$ cat config.mk
export PLATFORM = sky130hd
export DESIGN_NAME = diagnostic_record_bank
export DESIGN_NICKNAME = d
export VERILOG_FILES = /design/src/include/diag_record_pkg.sv /design/src/rtl/diagnostic_record_bank.sv /design/src/rtl/us_ticker.sv
export VERILOG_INCLUDE_DIRS = /design/src /design/src/include
export SDC_FILE = /design/constraint.sdc
export NUM_CORES = 1
export LEC_CHECK = 0
export BUFFER_PORTS_ARGS = -buffer_cell sky130_fd_sc_hd__buf_2
export CAP_MARGIN = 30
export CORE_MARGIN = 2
export CORE_UTILIZATION = 43
export DETAILED_ROUTE_END_ITERATION = 10
export GPL_TIMING_DRIVEN = 0
export PLACE_DENSITY = 0.62
export SYNTH_ARGS = -nofsm -noshare
export SYNTH_HDL_FRONTEND = slang
export SYNTH_SLANG_ARGS = --single-unit
$ cat constraint.sdc
create_clock -name clk_i -period 5 [get_ports clk_i]
set_input_delay 0.5 -clock clk_i [delete_from_list [all_inputs] [get_ports clk_i]]
set_output_delay 0.5 -clock clk_i [all_outputs]
set_load 0.02 [all_outputs]
$ cat src/include/diag_record_cfg.svh
// Offsets, field positions, reset values and timing counts of the diagnostic record
`ifndef DIAG_RECORD_CFG_SVH
`define DIAG_RECORD_CFG_SVH

// ---------------------------------------------------------------
// Object addressing
// ---------------------------------------------------------------
`define DR_OBJECT_INDEX 16'h5005
`define DR_SX_MOD_FAULT 8'h02
`define DR_SX_MOD_CLASS 8'h03
`define DR_SX_RSVD_A 8'h04
`define DR_SX_EXT_FAULT 8'h05
`define DR_SX_CH_KIND 8'h06
`define DR_SX_DIAG_BITS 8'h07
`define DR_SX_CH_COUNT 8'h08
`define DR_SX_GRP_FAULT 8'h09
`define DR_SX_CH0_FAULT 8'h0A
`define DR_SX_CH1_FAULT 8'h0B
`define DR_SX_UNUSED_LO 8'h0C
`define DR_SX_UNUSED_HI 8'h11
`define DR_SX_TIME_STAMP 8'h13

// ---------------------------------------------------------------
// Field positions
// ---------------------------------------------------------------
`define DR_MF_FAILED 0
`define DR_MF_INTERNAL 1
`define DR_MF_EXTERNAL 2
`define DR_MF_CHANNEL 3
`define DR_MF_AUX_MISSING 4
`define DR_MF_PARAM 7
`define DR_EF_BUF_OVF 3
`define DR_EF_COMM 4
`define DR_EF_IRQ_LOST 6
`define DR_CF_PARAM 0
`define DR_CF_WIRE_BREAK 4
`define DR_CF_IRQ_LOST 5
`define DR_CF_UNDERFLOW 6
`define DR_CF_OVERFLOW 7

// ---------------------------------------------------------------
// Fixed values
// ---------------------------------------------------------------
`define DR_CLASS_ANALOG 4'h5
`define DR_CLASS_CH_INFO 1'h1
`define DR_CH_KIND_AI 7'h71
`define DR_DIAG_BITS 8'h08
`define DR_CH_COUNT 8'h02
`define DR_ZERO_BYTE 8'h00
`define DR_ZERO_WORD 32'h0000_0000

// ---------------------------------------------------------------
// Timing
// ---------------------------------------------------------------
`define DR_CLK_MHZ 200
`define DR_US_NS 1000
`define DR_CLK_NS 5
`define DR_CYCLES_PER_US (`DR_US_NS / `DR_CLK_NS)

`endif

$ cat src/include/diag_record_pkg.sv
// Types shared by the diagnostic record bank
package diag_record_pkg;

   // ---------------------------------------------------------------
   // Fault inputs of one analog channel
   // ---------------------------------------------------------------
   typedef struct packed {
      logic param_err;
      logic wire_break;
      logic irq_lost;
      logic underflow;
      logic overflow;
   } channel_fault_s;

   // ---------------------------------------------------------------
   // Module-level fault inputs
   // ---------------------------------------------------------------
   typedef struct packed {
      logic failed;
      logic internal_err;
      logic external_err;
      logic aux_missing;
      logic param_err;
      logic buf_overflow;
      logic comm_err;
      logic irq_lost;
   } module_fault_s;

   // ---------------------------------------------------------------
   // Read request and answer
   // ---------------------------------------------------------------
   typedef struct packed {
      logic valid;
      logic write;
      logic [15:0] object_index;
      logic [7:0] object_subindex;
   } record_req_s;

   typedef struct packed {
      logic valid;
      logic hit;
      logic [31:0] data;
   } record_rsp_s;

endpackage : diag_record_pkg

$ cat src/rtl/diagnostic_record_bank.sv
// Read-only diagnostic record of a two-channel analog input module
`timescale 1ns/1ps
`include "diag_record_cfg.svh"

module diagnostic_record_bank
   import diag_record_pkg::*;
#(
   parameter int NUM_CH = 2,
   parameter int CYCLES_PER_US = `DR_CYCLES_PER_US
) (
   input wire logic clk_i,
   input wire logic rst_n_i,
   input diag_record_pkg::module_fault_s mod_fault_i,
   input diag_record_pkg::channel_fault_s [NUM_CH-1:0] ch_fault_i,
   input diag_record_pkg::record_req_s req_i,
   output diag_record_pkg::record_rsp_s rsp_o,
   output logic [7:0] module_fault_flags_o,
   output logic [31:0] fault_time_stamp_o
);

   import diag_record_pkg::*;

   // ---------------------------------------------------------------
   // Input synchronisers
   // ---------------------------------------------------------------
   // Fault sources come from pins of the analog front end
   module_fault_s mod_s1_ff;
   module_fault_s mod_s2_ff;
   channel_fault_s [NUM_CH-1:0] ch_s1_ff;
   channel_fault_s [NUM_CH-1:0] ch_s2_ff;

   always_ff @(posedge clk_i) begin
      if (!rst_n_i) begin
         mod_s1_ff <= '0;
         mod_s2_ff <= '0;
         ch_s1_ff <= '0;
         ch_s2_ff <= '0;
      end else begin
         mod_s1_ff <= mod_fault_i;
         mod_s2_ff <= mod_s1_ff;
         ch_s1_ff <= ch_fault_i;
         ch_s2_ff <= ch_s1_ff;
      end
   end

   // ---------------------------------------------------------------
   // Microsecond ticker
   // ---------------------------------------------------------------
   wire logic [31:0] us_now;

   us_ticker #(
      .CYCLES_PER_US(CYCLES_PER_US)
   ) u_ticker (
      .clk_i(clk_i),
      .rst_n_i(rst_n_i),
      .us_count_o(us_now)
   );

   // ---------------------------------------------------------------
   // Channel fault bytes
   // ---------------------------------------------------------------
   wire logic [7:0] ch_byte [NUM_CH];
   wire logic [NUM_CH-1:0] ch_any;

   genvar gi;
   generate
      for (gi = 0; gi < NUM_CH; gi++) begin : g_ch
         wire logic [7:0] b;
         assign b[`DR_CF_PARAM] = ch_s2_ff[gi].param_err;
         assign b[3:1] = 3'h0;
         assign b[`DR_CF_WIRE_BREAK] = ch_s2_ff[gi].wire_break;
         assign b[`DR_CF_IRQ_LOST] = ch_s2_ff[gi].irq_lost;
         assign b[`DR_CF_UNDERFLOW] = ch_s2_ff[gi].underflow;
         assign b[`DR_CF_OVERFLOW] = ch_s2_ff[gi].overflow;
         assign ch_byte[gi] = b;
         assign ch_any[gi] = |b;
      end
   endgenerate

   // Each channel forms its own group; groups beyond bit 1 read zero
   wire logic [7:0] grp_byte;
   assign grp_byte = {{(8 - NUM_CH){1'b0}}, ch_any};

   // ---------------------------------------------------------------
   // Module level flag bytes
   // ---------------------------------------------------------------
   wire logic [7:0] mod_byte;
   wire logic [7:0] ext_byte;
   wire logic [7:0] class_byte;

   assign mod_byte[`DR_MF_FAILED] = mod_s2_ff.failed;
   assign mod_byte[`DR_MF_INTERNAL] = mod_s2_ff.internal_err;
   assign mod_byte[`DR_MF_EXTERNAL] = mod_s2_ff.external_err;
   assign mod_byte[`DR_MF_CHANNEL] = |ch_any;
   assign mod_byte[`DR_MF_AUX_MISSING] = mod_s2_ff.aux_missing;
   assign mod_byte[6:5] = 2'h0;
   assign mod_byte[`DR_MF_PARAM] = mod_s2_ff.param_err;

   assign ext_byte[2:0] = 3'h0;
   assign ext_byte[`DR_EF_BUF_OVF] = mod_s2_ff.buf_overflow;
   assign ext_byte[`DR_EF_COMM] = mod_s2_ff.comm_err;
   assign ext_byte[5] = 1'b0;
   assign ext_byte[`DR_EF_IRQ_LOST] = mod_s2_ff.irq_lost;
   assign ext_byte[7] = 1'b0;

   assign class_byte = {3'h0, `DR_CLASS_CH_INFO, `DR_CLASS_ANALOG};

   // ---------------------------------------------------------------
   // Time stamp capture
   // ---------------------------------------------------------------
   // The stamp is taken when any fault flag first rises, so it
   // tells when the diagnosis came in rather than when it was read.
   logic [31:0] stamp_ff;
   logic any_prev_ff;
   wire logic any_fault;
   wire logic fault_rise;

   assign any_fault = (|mod_byte) | (|ext_byte);
   assign fault_rise = any_fault & ~any_prev_ff;

   always_ff @(posedge clk_i) begin
      if (!rst_n_i) begin
         stamp_ff <= `DR_ZERO_WORD;
         any_prev_ff <= 1'b0;
      end else begin
         any_prev_ff <= any_fault;
         if (fault_rise) begin
            stamp_ff <= us_now;
         end
      end
   end

   // ---------------------------------------------------------------
   // Subindex decode
   // ---------------------------------------------------------------
   wire logic idx_hit;
   wire logic sx_unused;
   wire logic sx_known;
   wire logic [7:0] sx;

   assign sx = req_i.object_subindex;
   assign idx_hit = (req_i.object_index == `DR_OBJECT_INDEX);
   assign sx_unused = (sx >= `DR_SX_UNUSED_LO) && (sx <= `DR_SX_UNUSED_HI);
   assign sx_known = (sx >= `DR_SX_MOD_FAULT) && (sx <= `DR_SX_UNUSED_HI) || (sx == `DR_SX_TIME_STAMP);

   // Read data mux; reserved and unmapped subindices answer zero
   logic [31:0] rd_data;
   always_comb begin
      rd_data = `DR_ZERO_WORD;
      unique case (sx)
         `DR_SX_MOD_FAULT: rd_data = {24'h0, mod_byte};
         `DR_SX_MOD_CLASS: rd_data = {24'h0, class_byte};
         `DR_SX_RSVD_A: rd_data = `DR_ZERO_WORD;
         `DR_SX_EXT_FAULT: rd_data = {24'h0, ext_byte};
         `DR_SX_CH_KIND: rd_data = {25'h0, `DR_CH_KIND_AI};
         `DR_SX_DIAG_BITS: rd_data = {24'h0, `DR_DIAG_BITS};
         `DR_SX_CH_COUNT: rd_data = {24'h0, `DR_CH_COUNT};
         `DR_SX_GRP_FAULT: rd_data = {24'h0, grp_byte};
         `DR_SX_CH0_FAULT: rd_data = {24'h0, ch_byte[0]};
         `DR_SX_CH1_FAULT: rd_data = {24'h0, ch_byte[1]};
         `DR_SX_TIME_STAMP: rd_data = stamp_ff;
         default: rd_data = `DR_ZERO_WORD;
      endcase
   end

   // ---------------------------------------------------------------
   // Answer register
   // ---------------------------------------------------------------
   // Writes are answered with hit low and zero data and change nothing in the record
   record_rsp_s rsp_ff;
   logic [7:0] mod_out_ff;
   logic [31:0] stamp_out_ff;
   wire logic rd_ok;

   assign rd_ok = idx_hit & sx_known & ~req_i.write;

   always_ff @(posedge clk_i) begin
      if (!rst_n_i) begin
         rsp_ff <= '0;
         mod_out_ff <= `DR_ZERO_BYTE;
         stamp_out_ff <= `DR_ZERO_WORD;
      end else begin
         rsp_ff.valid <= req_i.valid;
         rsp_ff.hit <= req_i.valid & rd_ok;
         rsp_ff.data <= (req_i.valid & rd_ok) ? rd_data : `DR_ZERO_WORD;
         mod_out_ff <= mod_byte;
         stamp_out_ff <= stamp_ff;
      end
   end

   assign rsp_o = rsp_ff;
   assign module_fault_flags_o = mod_out_ff;
   assign fault_time_stamp_o = stamp_out_ff;

endmodule : diagnostic_record_bank

$ cat src/rtl/us_ticker.sv
// Free running 32-bit microsecond counter
`timescale 1ns/1ps
`include "diag_record_cfg.svh"

module us_ticker #(
   parameter int CYCLES_PER_US = `DR_CYCLES_PER_US
) (
   input wire logic clk_i,
   input wire logic rst_n_i,
   output logic [31:0] us_count_o
);

   localparam int PW = $clog2(CYCLES_PER_US);

   logic [PW-1:0] pre_ff;
   logic [31:0] us_ff;
   wire logic us_tick;

   // ---------------------------------------------------------------
   // Prescaler and counter
   // ---------------------------------------------------------------
   assign us_tick = (pre_ff == PW'(CYCLES_PER_US - 1));

   // Plain 32-bit add wraps to zero after the maximum on its own
   always_ff @(posedge clk_i) begin
      if (!rst_n_i) begin
         pre_ff <= '0;
         us_ff <= `DR_ZERO_WORD;
      end else begin
         pre_ff <= us_tick ? '0 : PW'(pre_ff + 1'b1);
         if (us_tick) begin
            us_ff <= us_ff + 32'h0000_0001;
         end
      end
   end

   assign us_count_o = us_ff;

endmodule : us_ticker

==> impl_metrics.toml <==
[floorplanning]
dieArea_um2 = 16300
die_h_um = 128
ios = 120
start_util_pct = 43.5
die_w_um = 128
rows = 45
core_area_um2 = 15100

[run_status]
outcome = "complete, no violations"

[place]
dp_hpwl_um = 10700
numPortBuffers = 116
gp_congestion = 0.859

[cells_and_area]
final_cell_mix = "dfxtp_1, buf_2, nand2_1, and2_1, mux2i_1"
drive_above_1_share_pct = 19.8
fill_cells = 1390
nets = 863
multi_input_area_um2 = 2640
seqCellArea_um2 = 3620
layout_commonest_cell = "dfxtp_1"
antenna_cells = 0
syn_to_final_growth_pct = 21.7

[global_routing]
first_global_vias = 4937
grt_max_degree = 18
overflow = 0
antenna_found_initial = 0
grt_pass1_wl_um = 23800
grtUsageTotal_pct = 18.5

[synth]
netlist_area_um2 = 6570
syn_avg_cell_area_um2 = 9.69
synthCells = 678
yosys_register_bits = 181
ys.flop_type = "dfxtp_1"
yosys_warnings = 0
synth_edf_count = 0
ys_seq_area_share_pct = 55.2
synth_cell_types = 52
async_flop_share_pct = 0

[cts]
cts-resized-gates = 0
clock_latency_ns = 0.43
clkTransAtPathRegs_ns = 0.07
cts_tree = "built"
numCtsBuffers = 17
h-tree-depth = 4
cts_setup_buffers = 0
cts_root_buffer = "clkbuf_16"
cts_hold_buffers = 0
clock-sinks = 181
clockBufferDepth = 2

[setup_path]
path_class = "reg2reg"
startpoint_type = "flip-flop"
critical_path_arrival_ns = 3.04
cp-end-kind = "flip-flop"
required_ns = 5.35
worstPathMaxFanout = 10

[sta]
slew_headroom_pct = 38.7
rsz0062_at_grt = "false"
tns_ns = 0
fin_skew_ns = 0.00733
timing_hold_violations_final = 0
tightestPinTransition_ns = 0.911
finalMaxSlewViolations = 0
setup-violations-final = 0
max_freq_ghz = 0.372
post-route-period-util_pct = 53.8
min_period_ns = 2.69

[power]
powerDensity_nw_per_um2 = 367
power.leakage_nw = 3.53
power_mw = 2.93
ir_drop_mv = 0.237

[route]
drt_first_pass_iters = 5
dr_total_vias = 5122
via_per_inst = 5.04
wl_per_cell_um = 14.2
drc_errors = 0
drtAntennaViolNets = 0
drtIter0Drc = 312
drt_wl_total_um = 14400

[flow_run]
drv_cap = 0

[worst_hold_path]
hold_path.class = "in2reg"
==> path summary, 6_finish.rpt <==
| kind | slack, ns | end | startpoint | depth (start not counted) |
|---|---|---|---|---|
| setup / recovery | 2.31 | u_ticker.us_count_o[13] | u_ticker.pre_ff[0] | 7 |
| hold / removal | 0.27 | ch_s1_ff[8] | ch_fault_i[8] | 2 |
| setup reg to reg | 2.31 | u_ticker.us_count_o[13] | u_ticker.pre_ff[0] | 7 |
| hold reg to reg | 0.43 | mod_byte[7] | mod_s1_ff[3] | 1 |
==> per-stage QoR <==
stage	instance area, µm²	hold slack (ns)	utilization [%]	setup slack, ns	std cells
6_report	7990	0.274	53.0	2.31	1016
5_1_grt	7990	0.258	53.0	2.08	1016
4_1_cts	7990	0.255	53.0	2.38	1016
3_5_place_dp	7400	0.419	49.0	2.06	984
3_3_place_gp	7390	0.415	49.0	1.91	983
2_1_floorplan	6570	0.412	-	2.92	679
==> worst max-delay path, cell delays in order (launching register included) <==
cell and delay (ns):
dfxtp_1 0.40, ha_1 0.27, nand4_1 0.35, or3_1 0.47, clkbuf_1 0.22, clkbuf_1 0.31
nor4_1 0.34, mux2i_1 0.25
==> logic make-up (layout without fill, tap and decap cells) <==
group	count (synthesis)	count (layout)	synth area share [%]
simple gates	301	301	25.6
flops	181	181	55.2
buf+inv	78	227	4.68
compound gates	59	59	5.83
mux	44	44	6.74
xor+xnor	12	12	1.60
fa+ha+maj	2	2	0.381
other cells	1	2	0.0571
==> registers in the layout, indices dropped and copies added, names as in the netlist, 3 cells and up <==
name and flops:
rsp_o 34, fault_time_stamp_o 32, stamp_ff 32, u_ticker.us_count_o 32, ch_byte 10, ch_s1_ff 10, mod_s1_ff 8, u_ticker.pre_ff 8
module_fault_flags_o 6, mod_byte 5, ext_byte 3
==> cells in the mapped netlist (7+ instances only) <==
| cell type | n | area (µm²) |
|---|---|---|
| o21ai_0 | 10 | 50.1 |
| clkbuf_1 | 32 | 120 |
| nor3_1 | 10 | 50.1 |
| a21oi_1 | 19 | 95.1 |
| dfxtp_1 | 181 | 3620 |
| nand4_1 | 15 | 93.8 |
| and2_1 | 67 | 419 |
| nand2_1 | 83 | 312 |
| mux2i_1 | 42 | 420 |
| inv_1 | 41 | 154 |
| nor4_1 | 15 | 93.8 |
| nor2_1 | 19 | 71.3 |
| nand2b_1 | 15 | 93.8 |
| or4_1 | 11 | 82.6 |
| o31ai_1 | 11 | 82.6 |
| nand3_1 | 25 | 125 |
| and4_1 | 7 | 61.3 |
==> final cells by class <==
class	instances	share of cell area, %
Buffer	36	1.88
Clock buffer	18	5.37
Clock inverter	14	2.10
Inverter	42	1.97
Multi-Input combinational cell	420	33.1
Sequential cell	181	45.3
Tap cell	188	2.94
Timing Repair Buffer	117	7.36
==> power breakdown <==
part           total [mW]  leakage, nW  switching (mW)  internal, mW
clock                1.34        0.286           0.583         0.753
combinational       0.126         1.77          0.0741        0.0515
sequential           1.47         1.47         0.00838          1.46
total                2.93         3.53           0.666          2.26
==> routing by layer <==
layer / up-vias / global-route usage [%] / wire, µm
met2: 130 / 30.0 / 6930
met3: 15 / 4.73 / 649
met1: 2401 / 23.6 / 6670
li1: 2576 / - / -
met4: 0 / 7.11 / 199
met5: - / 0 / 0
No activity file was read; power rests on OpenSTA's default activity.
